[config.mk]
export PLATFORM = sky130hd
export DESIGN_NAME = spi_master_slave_core
export DESIGN_NICKNAME = d
export VERILOG_FILES = /design/src/spi_core_pkg.sv /design/src/spi_master_slave_core.sv /design/src/byte_fifo.sv
export SDC_FILE = /design/constraint.sdc
export NUM_CORES = 1
export LEC_CHECK = 0
export BUFFER_PORTS_ARGS = -buffer_cell sky130_fd_sc_hd__buf_4
export CELL_PAD_IN_SITES_DETAIL_PLACEMENT = 1
export CELL_PAD_IN_SITES_GLOBAL_PLACEMENT = 2
export CORE_MARGIN = 5
export CORE_UTILIZATION = 45
export DETAILED_ROUTE_END_ITERATION = 10
export PLACE_DENSITY_LB_ADDON = 0.1
export SLEW_MARGIN = 25
export SYNTH_ARGS = -nofsm -noshare
export SYNTH_HDL_FRONTEND = slang
export SYNTH_SLANG_ARGS = --single-unit
export TNS_END_PERCENT = 20
[constraint.sdc]
create_clock -name clk -period 7.4 [get_ports clk]
set_input_delay 1.85 -clock clk [delete_from_list [all_inputs] [get_ports clk]]
set_output_delay 1.85 -clock clk [all_outputs]
set_load 0.005 [all_outputs]
[src/spi_core_pkg.sv]
package spi_core_pkg;

    // -------------------------------------------------------------
    // Clock divider, byte length, buffer depth and reset byte
    // -------------------------------------------------------------
    localparam logic [7:0] DIV_0 = 8'h04;
    localparam logic [7:0] DIV_1 = 8'h10;
    localparam logic [7:0] DIV_2 = 8'h40;
    localparam logic [7:0] DIV_3 = 8'h80;
    localparam logic [3:0] BITS_PER_BYTE = 4'h8;
    localparam int         FIFO_DEPTH = 16;
    localparam logic [7:0] RESET_BYTE = 8'h00;

    // -------------------------------------------------------------
    // Carriers
    // -------------------------------------------------------------
    typedef struct packed {
        logic       enable;
        logic [1:0] clock_divider_field;
        logic       double_rate_bit;
        logic       bit_order_bit;
        logic       buffering_on_bit;
        logic       buffer_wait_rx_bit;
        logic       select_pin_ignore_bit;
        logic       ss_dir_out;
        logic       miso_dir_out;
    } cfg_s;

    typedef struct packed {
        logic transfer_done_flag;
        logic write_clash_flag;
        logic tx_holding_empty_flag;
        logic tx_finished_flag;
    } flag_s;

    typedef enum logic [1:0] {
        IDLE,
        CLK_LOW,
        CLK_HIGH
    } gen_e;

endpackage : spi_core_pkg

[src/spi_master_slave_core.sv]
`timescale 1ns/100ps
module spi_master_slave_core #(
    parameter int FIFO_WORDS = spi_core_pkg::FIFO_DEPTH
) (
    input  wire logic                clk,
    input  wire logic                sys_rst,
    input  wire spi_core_pkg::cfg_s  cfg,
    input  wire logic                role_write,
    input  wire logic                role_value,
    output logic                     master_role,
    input  wire logic                done_irq_enable,
    input  wire logic                tx_finished_irq_enable,
    input  wire logic                global_irq_enable,
    input  wire spi_core_pkg::flag_s flag_clear,
    output spi_core_pkg::flag_s      flags,
    output logic                     irq,
    input  wire logic                wr_valid,
    output logic                     wr_ready,
    input  wire logic [7:0]          wr_data,
    input  wire logic                rd_req,
    output logic [7:0]               rd_data,
    output logic                     rd_valid,
    input  wire logic                sck_in,
    output logic                     sck_out,
    output logic                     sck_oe,
    input  wire logic                mosi_in,
    output logic                     mosi_out,
    output logic                     mosi_oe,
    input  wire logic                miso_in,
    output logic                     miso_out,
    output logic                     miso_oe,
    input  wire logic                ss_n_in
);

    // ----------------------------------------------------------------
    // Helpers
    // ----------------------------------------------------------------
    // Half period of the generated clock in peripheral cycles
    function automatic logic [7:0] half_period(input logic [1:0] sel,
                                               input logic       dbl);
        logic [7:0] d;
        d = spi_core_pkg::DIV_0;
        case (sel)
            2'h1:    d = spi_core_pkg::DIV_1;
            2'h2:    d = spi_core_pkg::DIV_2;
            2'h3:    d = spi_core_pkg::DIV_3;
            default: d = spi_core_pkg::DIV_0;
        endcase
        half_period = dbl ? (d >> 2) : (d >> 1);
    endfunction : half_period

    // Shift one bit in at the end opposite to the outgoing bit
    function automatic logic [7:0] shift_in(input logic [7:0] s,
                                            input logic       lsb_first,
                                            input logic       b);
        shift_in = lsb_first ? {b, s[7:1]} : {s[6:0], b};
    endfunction : shift_in

    // ----------------------------------------------------------------
    // Pin synchronisers
    // ----------------------------------------------------------------
    logic [1:0] sck_sync;
    logic [1:0] ss_sync;
    logic [1:0] mosi_sync;
    logic [1:0] miso_sync;
    logic       sck_prev;
    logic       ss_prev;

    // Two stages; only stage 1 is ever looked at
    always_ff @(posedge clk) begin
        sck_sync  <= {sck_sync[0], sck_in};
        ss_sync   <= {ss_sync[0], ss_n_in};
        mosi_sync <= {mosi_sync[0], mosi_in};
        miso_sync <= {miso_sync[0], miso_in};
        sck_prev  <= sck_sync[1];
        ss_prev   <= ss_sync[1];
    end

    // ----------------------------------------------------------------
    // State
    // ----------------------------------------------------------------
    spi_core_pkg::gen_e gen;
    logic [7:0] shreg;
    logic [7:0] hold;
    logic       hold_full;
    logic [7:0] rx_first;
    logic [7:0] rx_second;
    logic [1:0] rx_count;
    logic [3:0] bit_cnt;
    logic [7:0] tick_cnt;
    logic       busy;
    logic       tgt_loaded;

    // ----------------------------------------------------------------
    // Decode
    // ----------------------------------------------------------------
    wire ss_low      = !ss_sync[1];
    wire buffered    = cfg.buffering_on_bit;
    wire is_master   = cfg.enable && master_role;
    wire is_target   = cfg.enable && !master_role;
    // Ignore bit or output direction keep the pin out of the core
    wire ss_takeover = is_master && !cfg.select_pin_ignore_bit
                       && !cfg.ss_dir_out && ss_low;
    wire tick        = gen != spi_core_pkg::IDLE
                       && tick_cnt == half_period(cfg.clock_divider_field,
                                                  cfg.double_rate_bit) - 8'h01;
    // Sample at the falling tick: the synced data-in pin lags two cycles
    wire m_sample    = is_master && tick && gen == spi_core_pkg::CLK_HIGH;
    wire t_active    = is_target && ss_low;
    wire t_rise      = t_active && sck_sync[1] && !sck_prev;
    wire sample      = m_sample || t_rise;
    wire in_bit      = is_master ? miso_sync[1] : mosi_sync[1];
    wire [7:0] rx_byte = shift_in(shreg, cfg.bit_order_bit, in_bit);
    wire last_bit    = bit_cnt == spi_core_pkg::BITS_PER_BYTE - 4'h1;
    wire complete    = sample && last_bit;
    wire ss_rise     = is_target && ss_sync[1] && !ss_prev;

    // Drained write from the buffer; buffered mode stalls when holding full
    logic [7:0] fifo_data;
    logic       fifo_valid;
    wire        can_take = !buffered || !hold_full || (is_master && !busy);
    wire        dwr      = fifo_valid && can_take && cfg.enable;
    // Controller with idle shifter loads it directly and starts
    wire        direct   = dwr && (is_master ? !busy
                                  : (!buffered || (cfg.buffer_wait_rx_bit
                                     && !ss_low && !tgt_loaded)));
    wire        to_hold  = dwr && buffered && !direct;
    wire        clash    = dwr && !buffered && busy;
    wire        move_hold = complete && buffered && hold_full;

    // ----------------------------------------------------------------
    // Write buffer: 16 words ahead of the data port
    // ----------------------------------------------------------------
    byte_fifo #(
        .WIDTH (8),
        .DEPTH (FIFO_WORDS)
    ) u_wr_fifo (
        .clk       (clk),
        .sys_rst   (sys_rst),
        .in_valid  (wr_valid),
        .in_ready  (wr_ready),
        .in_data   (wr_data),
        .out_valid (fifo_valid),
        .out_ready (can_take && cfg.enable),
        .out_data  (fifo_data)
    );

    // ----------------------------------------------------------------
    // Role bit
    // ----------------------------------------------------------------
    // Hardware takeover wins over a software write in the same cycle
    always_ff @(posedge clk) begin
        if (sys_rst)
            master_role <= 1'b0;
        else if (ss_takeover)
            master_role <= 1'b0;
        else if (role_write)
            master_role <= role_value;
    end

    // ----------------------------------------------------------------
    // Clock generator and bit counter
    // ----------------------------------------------------------------
    // Abort on takeover, target deselect or disable drops the byte
    always_ff @(posedge clk) begin
        if (sys_rst || ss_takeover || ss_rise || !cfg.enable) begin
            gen      <= spi_core_pkg::IDLE;
            tick_cnt <= 8'h00;
            bit_cnt  <= 4'h0;
            busy     <= 1'b0;
            sck_out  <= 1'b0;
        end else begin
            tick_cnt <= (tick || gen == spi_core_pkg::IDLE) ? 8'h00
                                                            : tick_cnt + 8'h01;
            if (sample)
                bit_cnt <= last_bit ? 4'h0 : bit_cnt + 4'h1;
            if (is_target)
                busy <= complete ? 1'b0 : (sample ? 1'b1 : busy);
            case (gen)
                spi_core_pkg::IDLE: begin
                    if (is_master && direct) begin
                        gen  <= spi_core_pkg::CLK_LOW;
                        busy <= 1'b1;
                    end
                end
                spi_core_pkg::CLK_LOW: begin
                    if (tick) begin
                        gen     <= spi_core_pkg::CLK_HIGH;
                        sck_out <= 1'b1;
                    end
                end
                spi_core_pkg::CLK_HIGH: begin
                    if (tick) begin
                        sck_out <= 1'b0;
                        // Held byte follows without a gap
                        if (last_bit && !hold_full) begin
                            gen  <= spi_core_pkg::IDLE;
                            busy <= 1'b0;
                        end else begin
                            gen <= spi_core_pkg::CLK_LOW;
                        end
                    end
                end
                default: gen <= spi_core_pkg::IDLE;
            endcase
        end
    end

    // ----------------------------------------------------------------
    // Shift register and holding register
    // ----------------------------------------------------------------
    // Target in wait-rx variant preloads shifter while deselected
    always_ff @(posedge clk) begin
        if (sys_rst) begin
            shreg      <= spi_core_pkg::RESET_BYTE;
            hold       <= spi_core_pkg::RESET_BYTE;
            hold_full  <= 1'b0;
            tgt_loaded <= 1'b0;
        end else begin
            if (sample)
                shreg <= rx_byte;
            if (move_hold) begin
                shreg     <= hold;
                hold_full <= 1'b0;
            end else if (to_hold) begin
                hold      <= fifo_data;
                hold_full <= 1'b1;
            end
            if (direct && !clash)
                shreg <= fifo_data;
            if (complete || ss_rise)
                tgt_loaded <= 1'b0;
            else if (direct && is_target)
                tgt_loaded <= 1'b1;
        end
    end

    // ----------------------------------------------------------------
    // Receive buffers
    // ----------------------------------------------------------------
    // Second slot only used when buffered; a third byte is dropped
    wire pop = rd_req && buffered && rx_count != 2'h0;
    always_ff @(posedge clk) begin
        if (sys_rst) begin
            rx_first  <= spi_core_pkg::RESET_BYTE;
            rx_second <= spi_core_pkg::RESET_BYTE;
            rx_count  <= 2'h0;
        end else if (!buffered) begin
            rx_count <= 2'h0;
            if (complete)
                rx_first <= rx_byte;
        end else begin
            if (pop)
                rx_first <= rx_second;
            if (complete) begin
                if (rx_count == 2'h0 || (rx_count == 2'h1 && pop))
                    rx_first <= rx_byte;
                else if (rx_count - 2'(pop) == 2'h1)
                    rx_second <= rx_byte;
            end
            if (complete && !(rx_count == 2'h2 && !pop))
                rx_count <= rx_count + 2'h1 - 2'(pop);
            else
                rx_count <= rx_count - 2'(pop);
        end
    end

    // Read answer, one cycle after the request
    always_ff @(posedge clk) begin
        if (sys_rst) begin
            rd_data  <= spi_core_pkg::RESET_BYTE;
            rd_valid <= 1'b0;
        end else begin
            rd_valid <= rd_req;
            if (rd_req)
                rd_data <= rx_first;
        end
    end

    // ----------------------------------------------------------------
    // Flags: hardware set wins over clear in the same cycle
    // ----------------------------------------------------------------
    wire hold_empty_now = !(hold_full || to_hold) || move_hold;
    wire finished_now   = buffered && complete && !hold_full;
    always_ff @(posedge clk) begin
        if (sys_rst) begin
            flags <= '0;
            flags.tx_holding_empty_flag <= 1'b1;
        end else begin
            flags.transfer_done_flag <= (complete && !buffered)
                                        || ss_takeover
                                        || (flags.transfer_done_flag
                                            && !flag_clear.transfer_done_flag);
            flags.write_clash_flag   <= clash
                                        || (flags.write_clash_flag
                                            && !flag_clear.write_clash_flag);
            flags.tx_holding_empty_flag <= hold_empty_now;
            flags.tx_finished_flag   <= finished_now
                                        || (flags.tx_finished_flag
                                            && !flag_clear.tx_finished_flag);
        end
    end

    // Interrupt request, gated by its enables and the global enable
    always_ff @(posedge clk) begin
        if (sys_rst)
            irq <= 1'b0;
        else
            irq <= global_irq_enable
                   && ((flags.transfer_done_flag && done_irq_enable)
                       || (flags.tx_finished_flag && tx_finished_irq_enable));
    end

    // ----------------------------------------------------------------
    // Pin drivers
    // ----------------------------------------------------------------
    // Outgoing bit is the end of the shifter selected by bit order
    wire out_bit = cfg.bit_order_bit ? shreg[0] : shreg[7];
    always_ff @(posedge clk) begin
        if (sys_rst) begin
            mosi_out <= 1'b0;
            miso_out <= 1'b0;
            sck_oe   <= 1'b0;
            mosi_oe  <= 1'b0;
            miso_oe  <= 1'b0;
        end else begin
            mosi_out <= out_bit;
            miso_out <= out_bit;
            sck_oe   <= is_master;
            mosi_oe  <= is_master;
            miso_oe  <= t_active && cfg.miso_dir_out;
        end
    end

endmodule : spi_master_slave_core

[src/byte_fifo.sv]
`timescale 1ns/100ps
module byte_fifo #(
    parameter int WIDTH = 8,
    parameter int DEPTH = 16
) (
    input  wire logic             clk,
    input  wire logic             sys_rst,
    input  wire logic             in_valid,
    output logic                  in_ready,
    input  wire logic [WIDTH-1:0] in_data,
    output logic                  out_valid,
    input  wire logic             out_ready,
    output logic      [WIDTH-1:0] out_data
);
    localparam int AW = $clog2(DEPTH);
    logic [WIDTH-1:0] mem [DEPTH];
    logic [AW-1:0]    wr_ptr;
    logic [AW-1:0]    rd_ptr;
    logic [AW:0]      count;
    logic [AW:0]      next_count;
    wire              push = in_valid && in_ready;
    wire              pop  = out_valid && out_ready;

    // Empty from the count; full is registered so the ready port is a flop
    assign next_count = count + (AW+1)'(push) - (AW+1)'(pop);
    assign out_valid  = count != '0;
    assign out_data   = mem[rd_ptr];

    // Pointer and storage update
    always_ff @(posedge clk) begin
        if (sys_rst) begin
            wr_ptr <= '0;
            rd_ptr   <= '0;
            count    <= '0;
            in_ready <= 1'b1;
        end else begin
            if (push) begin
                mem[wr_ptr] <= in_data;
                wr_ptr      <= wr_ptr + 1'b1;
            end
            if (pop)
                rd_ptr <= rd_ptr + 1'b1;
            count    <= next_count;
            in_ready <= next_count != (AW+1)'(DEPTH);
        end
    end
endmodule : byte_fifo

==> Word level (Yosys, flattened, before mapping) <==
Memory sizes are Yosys's and may differ from the RTL's. A register that Yosys moved wholly into a read port is not among the register bits.
Index checks and enable logic that the tools add are counted.
W data, S select, Z words.
{ "totals": {"ff_bits": 94, "latchBits": 0, "ram_bits": 128, "rom_bits": 0, "input_bits": 35, "out_inout_bits": 22, "word_cells": 197, "memories": 1} }
{ "op_classes": {"addsub": 10, "multipliers": 0, "n_div": 0, "order_cmp": 0, "eq_ne": 14, "shift": 0, "mux": 36, "bitwise_logic": 3, "n_reduce_logical": 100} }
{ "mem_list": {"columns": ["name", "words", "word_bits", "read_ports", "rd_clocked_by_memory_dff", "write_ports", "line_no", "source"], "rows": [
  ["u_wr_fifo.mem", 16, 8, 1, 1, 1, "byte_fifo.sv:16", "logic [WIDTH-1:0] mem [DEPTH];"]
]} }
{ "ops": {"columns": ["operator", "count"], "rows": [
  ["$mux W8", 9],
  ["$logic_and A1 B1 Y1", 47],
  ["$pmux W8 S3", 1],
  ["$logic_not A1 Y1", 19],
  ["$logic_or A1 B1 Y1", 17],
  ["$mux W1", 15],
  ["$add A4 B1 Y4 const B", 3],
  ["$mux W4", 3],
  ["$reduce_or A2 Y1", 5],
  ["$add A8 B1 Y8 const B", 1],
  ["$eq A2 B1 Y1 const B", 4],
  ["$eq A2 B2 Y1 const B", 4],
  ["$eq A8 B8 Y1", 1],
  ["$mux W2", 4],
  ["$reduce_bool A2 Y1", 4],
  ["$sub A7 B1 Y8 const B", 1],
  ["$mux W7", 1],
  ["$pmux W2 S3", 1],
  ["$reduce_and A3 Y1", 2],
  ["$add A5 B1 Y5", 1],
  ["$ne A5 B5 Y1 const B", 1],
  ["$reduce_bool A5 Y1", 1],
  ["$sub A5 B1 Y5", 1],
  ["$eq A4 B3 Y1 const B", 1],
  ["10 further kinds", 16]
]} }

==> Depth between registers and ports, before layout <==
Gate-level depths: netlist of the first run.
{ "logic_depth": {"ltp_word": 15, "depth_mapped": 16, "ltp_nobuf": 16} }

==> Hierarchy <==
A second synthesis of the first run with hierarchy kept.
{ "unflattened": {"cells_unflattened": 731, "area_unflattened_um2": 9500.4} }
{ "modules_own_cells": {"columns": ["module", "instances", "cells_per_inst", "area_per_inst_um2", "seq_area_each_um2"], "rows": [
  ["byte_fifo", 1, 308, 5795.6, 4204.0],
  ["spi_master_slave_core", 1, 423, 3704.8, 1601.5]
]} }

==> Least setup slack after synthesis of the first run <==
OpenSTA, ideal clock, no wires.
{ "synth_path": {"path_type": "in2reg", "start": "in cfg[9] (netlist name)", "end": "reg u_wr_fifo.in_ready", "setup_ns": 0.130, "arrival_ns": 4.143, "required_time_ns": 7.270, "slack_ns": 3.126, "stages": 15, "path_buffers": 1, "cell_sequence": "and2_1 > clkbuf_1 > nand2b_1 > a31oi_1 > ha_1 > inv_1 > ha_1 > inv_1 > fa_1 > inv_1 > a21oi_1 > nor2_1 > or3_1 > a21oi_1 > nand4_1"} }
{ "synth_via": {"elab_chain_len": 7} }
{ "synth_lines": {"columns": ["element", "line_no", "source"], "rows": [
  ["start: declaration", "spi_master_slave_core.sv:7", "input wire spi_core_pkg::cfg_s cfg,"],
  ["$logic_and A1 B1 Y1", "spi_master_slave_core.sv:99", "wire is_master = cfg.enable && master_role;"],
  ["$logic_and A1 B1 Y1", "spi_master_slave_core.sv:121", "wire can_take = !buffered || !hold_full || (is_master && !busy);"],
  ["$logic_or A1 B1 Y1", "spi_master_slave_core.sv:121", null],
  ["$logic_and A1 B1 Y1 (*)", "spi_master_slave_core.sv:144", ".out_ready (can_take && cfg.enable),"],
  ["$logic_and A1 B1 Y1 (*)", "byte_fifo.sv:22", "wire pop = out_valid && out_ready;"],
  ["named net u_wr_fifo.pop", "byte_fifo.sv:22", null],
  ["$sub A5 B1 Y5 (*)", "byte_fifo.sv:25", "assign next_count = count + (AW+1)'(push) - (AW+1)'(pop);"],
  ["$ne A5 B5 Y1 (*)", "byte_fifo.sv:44", "in_ready <= next_count != (AW+1)'(DEPTH);"],
  ["end signal: assignment", "byte_fifo.sv:44", null],
  ["end: declaration", "byte_fifo.sv:9", "output logic in_ready,"]
]} }
Mark *: on every way through the listed nets, which the timed path passes. The rest lies on a longest branch.
A chain may end at the register's enable or synchronous reset.

==> Worst setup path after layout of the first run <==
Ends and elaborated chain as after synthesis.

==> results.tsv, run 1 <==
metric	value	unit
endpoint_kind	flip-flop	
ys_ff_latch	226	
rsz0062_at_grt	no	
period_share	58.6	%
firstDrtPassIters	4	
p_leak	3.78	nW
timing.fmax	0.231	GHz
grt_pass1_wl	34000	um
ys_warn_count	0	
ys.flop_type	edfxtp_1	
core-area	0.0204	mm^2
numCtsBuffers	24	
setup_viol	0	
hp-class	reg -> reg	
track_usage	17.9	%
clock_latency	0.51	ns
grt_pass1_vias	6198	
finalSetupTns	0	ns
synthArstFlopShare	0	%
synth_nets	760	
avgViaCountPerCell	5.55	
yosysTopAreaCell	edfxtp_1	
htree_levels	1	
area_growth	14.2	%
critPathMaxFanout	7	
tightest_slew	0.843	ns
start_util	46.1	%
avgSynthCellArea	13.2	um^2
startpoint_type	primary input	
synth.top_cell.area_share	40.9	%
post-cts-setup-buffers	0	
cts-root-buf	clkbuf_16	
cap_violations	0	
die_h	154	um
ys_seq_area_share	61.8	%
gp_congestion	0.775	
vias	5786	
ant_nets	0	
yosysMostFrequentCell	edfxtp_1	
postCtsHoldBufs	0	
synthTopCellsByCount	edfxtp_1, dfxtp_1, nor2_1	
drive_gt1_share	17.9	%
clockBufferDepth	3	
die_x	154	um
synth_area	0.00939	mm^2
cts.sinks	226	
required	7.78	ns
hold_viol_final	0	
cts_resized	0	
wl	21100	um
diodes	0	
stdcell_count	1043	
grt.overflow.total	0	
postSynthCellCount	709	
yosys-top-cells-area	edfxtp_1, dfxtp_1, mux4_2	
antenna_found_initial	0	
crit_arrival	4.72	ns
wl_per_cell	20.2	um
dieArea	0.0239	mm^2
place_area	0.0100	mm^2
fin_crit	4.33	ns
hold_slack	0.323	ns
hpwlAfterDp	14400	um
grt_max_degree	38	
fin_skew	0.00868	ns
ios	57	
io_buffers	55	
placed_cells	1000	
fin_area	0.0107	mm^2
worst-setup-path-type	in -> reg	
relSlewSlack	43.1	%
drt_iter0_drc	233	
drc_errors	0	
final_util	52.6	%
powerDensity	287	mW/mm^2
synth_cell_types	59	
fp-row-count	52	
ir_worst_vdd	0.208	mV
nNetsFinal	807	
status	finished, final reports clean	
cts_tree	built	
path_clk_slew	0.06	ns
slew_violations	0	
synth_edf_count	128	
-- path summary, 6_finish.rpt --
path         slack (ns)                       endpoint                          start  cells past startpoint
max                3.07  u_wr_fifo.in_ready$_SDFF_PP1_                         cfg[9]                     15
min reg2reg        0.32           miso_sync[1]$_DFF_P_           miso_sync[0]$_DFF_P_                      0
max reg2reg        3.75  u_wr_fifo.in_ready$_SDFF_PP1_  u_wr_fifo.count[2]$_SDFF_PP0_                     16
min                0.32           miso_sync[1]$_DFF_P_           miso_sync[0]$_DFF_P_                      0
-- report_power, final --
| group | internal (W) | switching [W] | total, W |
|---|---|---|---|
| clock | 0.000618 | 0.000462 | 0.00108 |
| sequential | 0.00139 | 0.0000391 | 0.00143 |
| combinational | 0.000258 | 0.000311 | 0.000569 |
-- registers in the layout, indices dropped and copies added (netlist names), 2 cells and up, named ones only --
| signal | cells |
|---|---|
| rx_first | 8 |
| flags | 4 |
| miso_sync | 2 |
| rx_second | 8 |
| bit_cnt | 4 |
| rd_data | 8 |
| u_wr_fifo.count | 5 |
| u_wr_fifo.mem | 128 |
| shreg | 8 |
| ss_sync | 2 |
| tick_cnt | 8 |
| rx_count | 2 |
| mosi_sync | 2 |
| u_wr_fifo.wr_ptr | 4 |
| sck_sync | 2 |
| gen | 2 |
| hold | 8 |
| u_wr_fifo.rd_ptr | 4 |
-- layout make-up --
cell class	count	area [um^2]
Clock buffer	35	662
Clock inverter	8	45.0
Fill cell	2027	9640
Inverter	24	90.1
Multi-Input combinational cell	419	3320
Sequential cell	226	5810
Tap cell	270	338
Timing Repair Buffer	61	458
-- placed cells by master, fill, tap and decap left out, types with 7 or more instances in the layout --
cell type	count
a211oi_1	16
mux2i_1	47
nor2b_1	11
clkbuf_1	9
xnor2_1	7
a21oi_1	26
inv_1	24
nor2_1	85
nand4_1	7
mux4_2	32
buf_4	61
nand2b_1	7
a2111oi_2	8
xor2_1	11
ha_1	15
and3_1	11
nand2_1	36
o21ai_0	10
nor3_1	13
nand3_1	11
edfxtp_1	128
dfxtp_1	97
o211ai_1	8
clkbuf_16	24
-- critical path, cell delays in order --
cell and delay, ns:
buf_4 0.11, and2_1 0.29, nand2b_1 0.14, a31oi_1 0.63, ha_1 0.25, inv_1 0.05
ha_1 0.19, inv_1 0.07, fa_1 0.21, inv_1 0.05, a21oi_1 0.14, nor2_1 0.07
or3_1 0.36, a21oi_1 0.21, nand4_1 0.09
-- cell families (layout without fill, tap and decap cells) --
| group | after synthesis | after routing | share of synthesized area (%) |
|---|---|---|---|
| flops | 226 | 226 | 61.8 |
| xor+xnor | 18 | 18 | 1.68 |
| simple gates | 207 | 207 | 10.7 |
| buf+inv | 64 | 128 | 2.81 |
| fa+ha+maj | 16 | 16 | 2.21 |
| compound gates | 97 | 97 | 7.85 |
| mux | 81 | 81 | 12.9 |
-- stage by stage --
stage / power, W / setup slack (ns)
6_report: 0.00308 / 3.07
5_1_grt: 0.00323 / 2.86
4_1_cts: 0.00312 / 3.08
3_5_place_dp: 0.00203 / 2.56
3_3_place_gp: 0.00200 / 2.72
2_1_floorplan: 0.00186 / 3.13
-- layer usage --
metal	global-route usage (%)	wire length (um)
met3	2.35	547
met5	0	0
met4	4.58	511
met1	22.6	9230
met2	32.5	10800
Note: power is estimated with default switching activity, not from simulation.
==> run 2, diff against run 1 <==
--- a/config.mk
+++ b/config.mk
@@ -9,7 +9,7 @@
 export CELL_PAD_IN_SITES_DETAIL_PLACEMENT = 1
 export CELL_PAD_IN_SITES_GLOBAL_PLACEMENT = 2
 export CORE_MARGIN = 5
-export CORE_UTILIZATION = 45
+export CORE_UTILIZATION = 39
 export DETAILED_ROUTE_END_ITERATION = 10
 export PLACE_DENSITY_LB_ADDON = 0.1
 export SLEW_MARGIN = 25
==> constraint.sdc (replaced) <==
create_clock -name clk -period 3.8 [get_ports clk]
set_input_delay 0.95 -clock clk [delete_from_list [all_inputs] [get_ports clk]]
set_output_delay 0.95 -clock clk [all_outputs]
set_load 0.005 [all_outputs]
==> run 2 against run 1 <==
Highest routed layer unchanged. Count of clock-buffer cells in the layout fell by 7. Die area is 14% higher. Clock skew grew 0.0069 ns. Cell count grew 6.5%. Sequential share of layout area down 1.7 points. First-iteration DRC count up 35%. Largest cell class unchanged. Critical path type is now reg -> reg. Combinational power is 85% higher. Routed wire length increased by 2.1%. Global-route usage decreased by 1.7 points. Clock power increased by 130%.
==> results.tsv, run 2 (same netlist as run 1, synthesis figures left out) <==
metric	value	unit	change
critPathMaxFanout	4		was 7
cts_resized	0		unchanged
dieArea	0.0273	mm^2	was 0.0239 mm^2
clock_latency	0.54	ns	was 0.51 ns
firstDrtPassIters	4		unchanged
drc_errors	0		unchanged
grt_pass1_wl	34700	um	was 34000 um
endpoint_kind	flip-flop		unchanged
track_usage	16.2	%	was 17.9%
cap_violations	0		unchanged
ir_worst_vdd	0.443	mV	was 0.208 mV
clockBufferDepth	3		unchanged
post-cts-setup-buffers	0		unchanged
avgViaCountPerCell	5.24		was 5.55
ios	57		unchanged
worst-setup-path-type	reg -> reg		was in -> reg
hpwlAfterDp	15000	um	was 14400 um
worst_slack	0.380	ns	was 3.07 ns
die_h	165	um	was 154 um
slowest_stage	o41ai_1		was a31oi_1
fillCellCount	2386		was 2027
final_util	46.9	%	was 52.6%
powerDensity	578	mW/mm^2	was 287 mW/mm^2
area_growth	17.9	%	was 14.2%
core-area	0.0236	mm^2	was 0.0204 mm^2
hp-class	reg -> reg		unchanged
numCtsBuffers	26		was 24
fin_crit	3.42	ns	
p_leak	3.94	nW	was 3.78 nW
timing.fmax	0.292	GHz	
crit_arrival	3.83	ns	was 4.72 ns
cts-root-buf	clkbuf_16		unchanged
wl	21500	um	was 21100 um
grt_max_degree	61		was 38
stdcell_count	1111		was 1043
grt_pass1_vias	6195		was 6198
gp_congestion	0.753		was 0.775
drt_iter0_drc	315		was 233
fp-row-count	56		was 52
relSlewSlack	37.7	%	was 43.1%
place_ws	0.440	ns	was 2.56 ns
wl_per_cell	19.4	um	was 20.2 um
nNetsFinal	825		was 807
multi_input_area	0.00332	mm^2	about the same
slew_violations	0		unchanged
ant_nets	0		unchanged
place_area	0.0102	mm^2	was 0.0100 mm^2
drive_gt1_share	21.0	%	was 17.9%
final_common_cell	edfxtp_1		unchanged
start_util	39.8	%	was 46.1%
path_cells	inv_1 > ha_1 > inv_1 > o41ai_1 > a31oi_1 > ha_1 > inv_1 > ha_1 > inv_1 > fa_1 > inv_1 > a21oi_1 > nor2_1 > or3_1 > a21oi_1 > nand4_1		was buf_4 > and2_1 > nand2b_1 > a31oi_1 > ha_1 > inv_1 > ha_1 > inv_1 > fa_1 > inv_1 > a21oi_1 > nor2_1 > or3_1 > a21oi_1 > nand4_1
grt.overflow.total	0		unchanged
htree_levels	1		unchanged
die_x	165	um	was 154 um
fin_area	0.0111	mm^2	was 0.0107 mm^2
diodes	0		unchanged
period_share	90.0	%	
cpMostUsedCell	inv_1		unchanged
vias	5817		was 5786
cts.sinks	226		unchanged
hold_viol_final	0		unchanged
placed_cells	1065		was 1000
io_buffers	55		unchanged
cp_slowest_stage_delay	0.80	ns	was 0.63 ns
fin_skew	0.0156	ns	was 0.00868 ns
cts_tree	built		unchanged
mostFrequentLayoutCells	edfxtp_1, dfxtp_1, nor2_1		unchanged
status	finished, final reports clean		unchanged
tightest_slew	0.922	ns	was 0.843 ns
startpoint_type	flip-flop		was primary input
setup_viol	0		unchanged
rsz0062_at_grt	no		unchanged
postCtsHoldBufs	0		unchanged
final-seq-area	0.00581	mm^2	unchanged
antenna_found_initial	0		unchanged
finalSetupTns	0	ns	unchanged
top_register	u_wr_fifo.mem		unchanged
required	4.21	ns	was 7.78 ns
largest_reg_flops	128		unchanged
path_clk_slew	0.06	ns	about the same
-- run 2: cell type report --
cell class,count,area share [%]
tap,319,3.61
multi-input combinational,419,30.0
clock inverter,18,1.78
timing repair buffer,77,5.22
inverter,24,0.814
clock buffer,28,6.13
sequential,226,52.5
-- run 2: worst paths after layout --
kind,startpoint,end,slack (ns),cells after the start
worst max-delay path,u_wr_fifo.count[2]$_SDFF_PP0_,u_wr_fifo.in_ready$_SDFF_PP1_,0.38,16
worst min-delay path,sck_sync[0]$_DFF_P_,sck_sync[1]$_DFF_P_,0.33,0
worst max register to register,u_wr_fifo.count[2]$_SDFF_PP0_,u_wr_fifo.in_ready$_SDFF_PP1_,0.38,16
worst min register to register,sck_sync[0]$_DFF_P_,sck_sync[1]$_DFF_P_,0.33,0
-- run 2: critical path: cells and delay by family, from the launching register on --
kind	cells	cell delay [ns]
buffers and inverters	5	0.29
and+or+nand+nor	3	0.49
AOI/OAI and AO/OA	4	1.30
adders and majority gates	4	0.88
DFF	1	0.32
-- run 2: power by group --
| group | total [W] | internal, W | switching (W) |
|---|---|---|---|
| logic | 0.00105 | 0.000516 | 0.000531 |
| registers | 0.00285 | 0.00271 | 0.000144 |
| clock network | 0.00250 | 0.00150 | 0.00100 |
| total | 0.00640 | 0.00472 | 0.00168 |
-- run 2: metal layers --
metal	global-route usage, %	part of all wire [%]	vias up
met5	0	0	-
met4	3.29	1.5	0
met3	2.48	4.0	24
met2	28.9	51	108
met1	21.0	44	2914
li1	-	-	2771
-- run 2: per-stage QoR --
step           hold WS, ns  total power, W
2_1_floorplan        0.310         0.00362
3_3_place_gp         0.312         0.00393
3_5_place_dp         0.323         0.00397
4_1_cts              0.332         0.00649
5_1_grt              0.348         0.00672
6_report             0.331         0.00640
==> run 3, diff against run 2 <==
==> constraint.sdc (replaced) <==
create_clock -name clk -period 3.8 [get_ports clk]
set_input_delay 0 -clock clk [delete_from_list [all_inputs] [get_ports clk]]
set_output_delay 0 -clock clk [all_outputs]
set_load 0.005 [all_outputs]
==> run 3 against run 2 <==
Clock power fell by 8.8%. First-iteration DRC count grew 22%. Critical endpoint unchanged. Routed wire length up 1.6%. Register-to-register slack improved by 0.20 ns. Cell count up 1.4%. Largest cell class unchanged. Via count increased by 1.2%. Setup slack gained 0.20 ns. Highest routed layer unchanged. Critical path type unchanged.
==> results.tsv, run 3 (same netlist as run 1, synthesis figures left out) <==
metric	value	unit	change
timing.fmax	0.311	GHz	was 0.292 GHz
clock_latency	0.54	ns	about the same
mostFrequentLayoutCells	edfxtp_1, dfxtp_1, nor2_1		unchanged
ant_nets	0		unchanged
hold_viol_final	0		unchanged
period_share	84.6	%	was 90.0%
area_growth	18.8	%	was 17.9%
drc_errors	0		unchanged
crit_end	u_wr_fifo.in_ready$_SDFF_PP1_		unchanged
r2r_slack	0.58	ns	was 0.38 ns
grt_pass1_wl	34900	um	was 34700 um
ir_worst_vdd	0.404	mV	was 0.443 mV
cts_resized	0		unchanged
cp_slowest_stage_delay	0.43	ns	was 0.80 ns
powerDensity	554	mW/mm^2	was 578 mW/mm^2
endpoint_kind	flip-flop		unchanged
diodes	0		unchanged
rr_endpoint	u_wr_fifo.in_ready$_SDFF_PP1_		unchanged
critPathMaxFanout	4		unchanged
r2r_start	u_wr_fifo.count[2]$_SDFF_PP0_		unchanged
wl	21900	um	was 21500 um
grt_max_degree	59		was 61
finalSetupTns	0	ns	unchanged
fin_skew	0.00910	ns	was 0.0156 ns
final_util	47.2	%	was 46.9%
start_util	39.8	%	unchanged
slew_violations	0		unchanged
cts_tree	built		unchanged
nNetsFinal	840		was 825
cpMostUsedCell	inv_1		unchanged
cts-root-buf	clkbuf_16		unchanged
vias	5889		was 5817
worst-setup-path-type	reg -> reg		unchanged
gp_congestion	0.787		was 0.753
status	finished, final reports clean		unchanged
path_clk_slew	0.06	ns	about the same
hpwlAfterDp	14700	um	was 15000 um
p_leak	3.95	nW	was 3.94 nW
crit_family	compound AO/OA/AOI/OAI gates		unchanged
htree_levels	1		unchanged
required	4.21	ns	about the same
reg2reg_depth	17		was 16
path_cells	inv_1 > ha_1 > inv_1 > o41ai_1 > buf_4 > a31oi_1 > ha_1 > inv_1 > ha_1 > inv_1 > fa_1 > inv_1 > a21oi_1 > nor2_1 > or3_1 > a21oi_1 > nand4_1		was inv_1 > ha_1 > inv_1 > o41ai_1 > a31oi_1 > ha_1 > inv_1 > ha_1 > inv_1 > fa_1 > inv_1 > a21oi_1 > nor2_1 > or3_1 > a21oi_1 > nand4_1
numCtsBuffers	26		unchanged
grt_pass1_vias	6375		was 6195
hp-class	in -> reg		was reg -> reg
drt_iter0_drc	383		was 315
cts.sinks	226		unchanged
avgViaCountPerCell	5.23		was 5.24
fp-row-count	56		unchanged
firstDrtPassIters	4		unchanged
top_register	u_wr_fifo.mem		unchanged
final_common_cell	edfxtp_1		unchanged
relSlewSlack	32.4	%	was 37.7%
die_h	165	um	unchanged
track_usage	16.4	%	was 16.2%
cp_num_cells	17		was 16
fin_area	0.0112	mm^2	was 0.0111 mm^2
drive_gt1_share	18.1	%	was 21.0%
startpoint_type	flip-flop		unchanged
ios	57		unchanged
die_x	165	um	unchanged
dieArea	0.0273	mm^2	unchanged
startpoint	u_wr_fifo.count[2]$_SDFF_PP0_		unchanged
path_buf_inv	6		was 5
tightest_slew	1.01	ns	was 0.922 ns
slowest_stage	o41ai_1		unchanged
io_buffers	55		unchanged
cap_violations	0		unchanged
core-area	0.0236	mm^2	unchanged
crit_arrival	3.62	ns	was 3.83 ns
clockBufferDepth	3		unchanged
rsz0062_at_grt	no		unchanged
grt.overflow.total	0		unchanged
setup_viol	0		unchanged
antenna_found_initial	0		unchanged
place_area	0.0101	mm^2	was 0.0102 mm^2
fin_crit	3.22	ns	was 3.42 ns
largest_reg_flops	128		unchanged
wl_per_cell	19.4	um	about the same
run 3: worst min-delay path: cells and delay by family:
family          cells  cell delay [ns]
simple gates        2             0.17
buf+inv             1             0.11
compound gates      2             0.22
run 3: timing repair:
action | CTS | global route
setup buffers | 0 | 0
hold endpoints to repair | 156 | 0
hold buffers | 27 | 0
run 3: area by class of cell:
| type | count | area, um^2 |
|---|---|---|
| Inverter | 24 | 90.1 |
| Clock inverter | 6 | 56.3 |
| Sequential cell | 226 | 5810 |
| Timing Repair Buffer | 92 | 758 |
| Fill cell | 2412 | 12500 |
| Tap cell | 319 | 399 |
| Clock buffer | 40 | 723 |
| Multi-Input combinational cell | 419 | 3320 |
run 3: worst min path at each step:
stage | start | slack (ns) | to | cells after the start
final | cfg[3] | 0.02 | tgt_loaded$_SDFFE_PP0P_ | 5
after global routing | cfg[3] | 0.04 | tgt_loaded$_SDFFE_PP0P_ | 5
after CTS | cfg[3] | 0.001 | tgt_loaded$_SDFFE_PP0P_ | 5
after detailed placement | sck_in | 0.11 | sck_sync[0]$_DFF_P_ | 1
after global placement | ss_n_in | 0.10 | ss_sync[0]$_DFF_P_ | 1
after floorplan | miso_in | 0.03 | miso_sync[0]$_DFF_P_ | 0
run 3: where the power goes:
part / switching [W] / internal (W) / leakage [nW] / total, W
Clock: 0.000967 / 0.00131 / 0.374 / 0.00228
Sequential: 0.000154 / 0.00271 / 1.95 / 0.00286
Combinational: 0.000518 / 0.000528 / 1.62 / 0.00105
run 3: per-stage QoR:
stage / worst slack [ns] / std cells / hold slack [ns] / total power [W]
final: 0.584 / 1126 / 0.0216 / 0.00618
after global routing: 0.268 / 1126 / 0.0366 / 0.00650
after CTS: 0.511 / 1126 / 0.00128 / 0.00627
after detailed placement: 0.541 / 1053 / 0.106 / 0.00395
after global placement: 0.832 / 1053 / 0.105 / 0.00390
after floorplan: 0.887 / 709 / 0.0277 / 0.00362
run 3: metal layers:
metal	GRT usage [%]	routed length, um	part of all wire (%)	up-vias
li1	-	-	-	2807
met1	20.7	9570	44	2947
met2	29.4	10900	50	101
met3	2.51	891	4.1	34
met4	4.31	473	2.2	0
met5	0	0	0	-
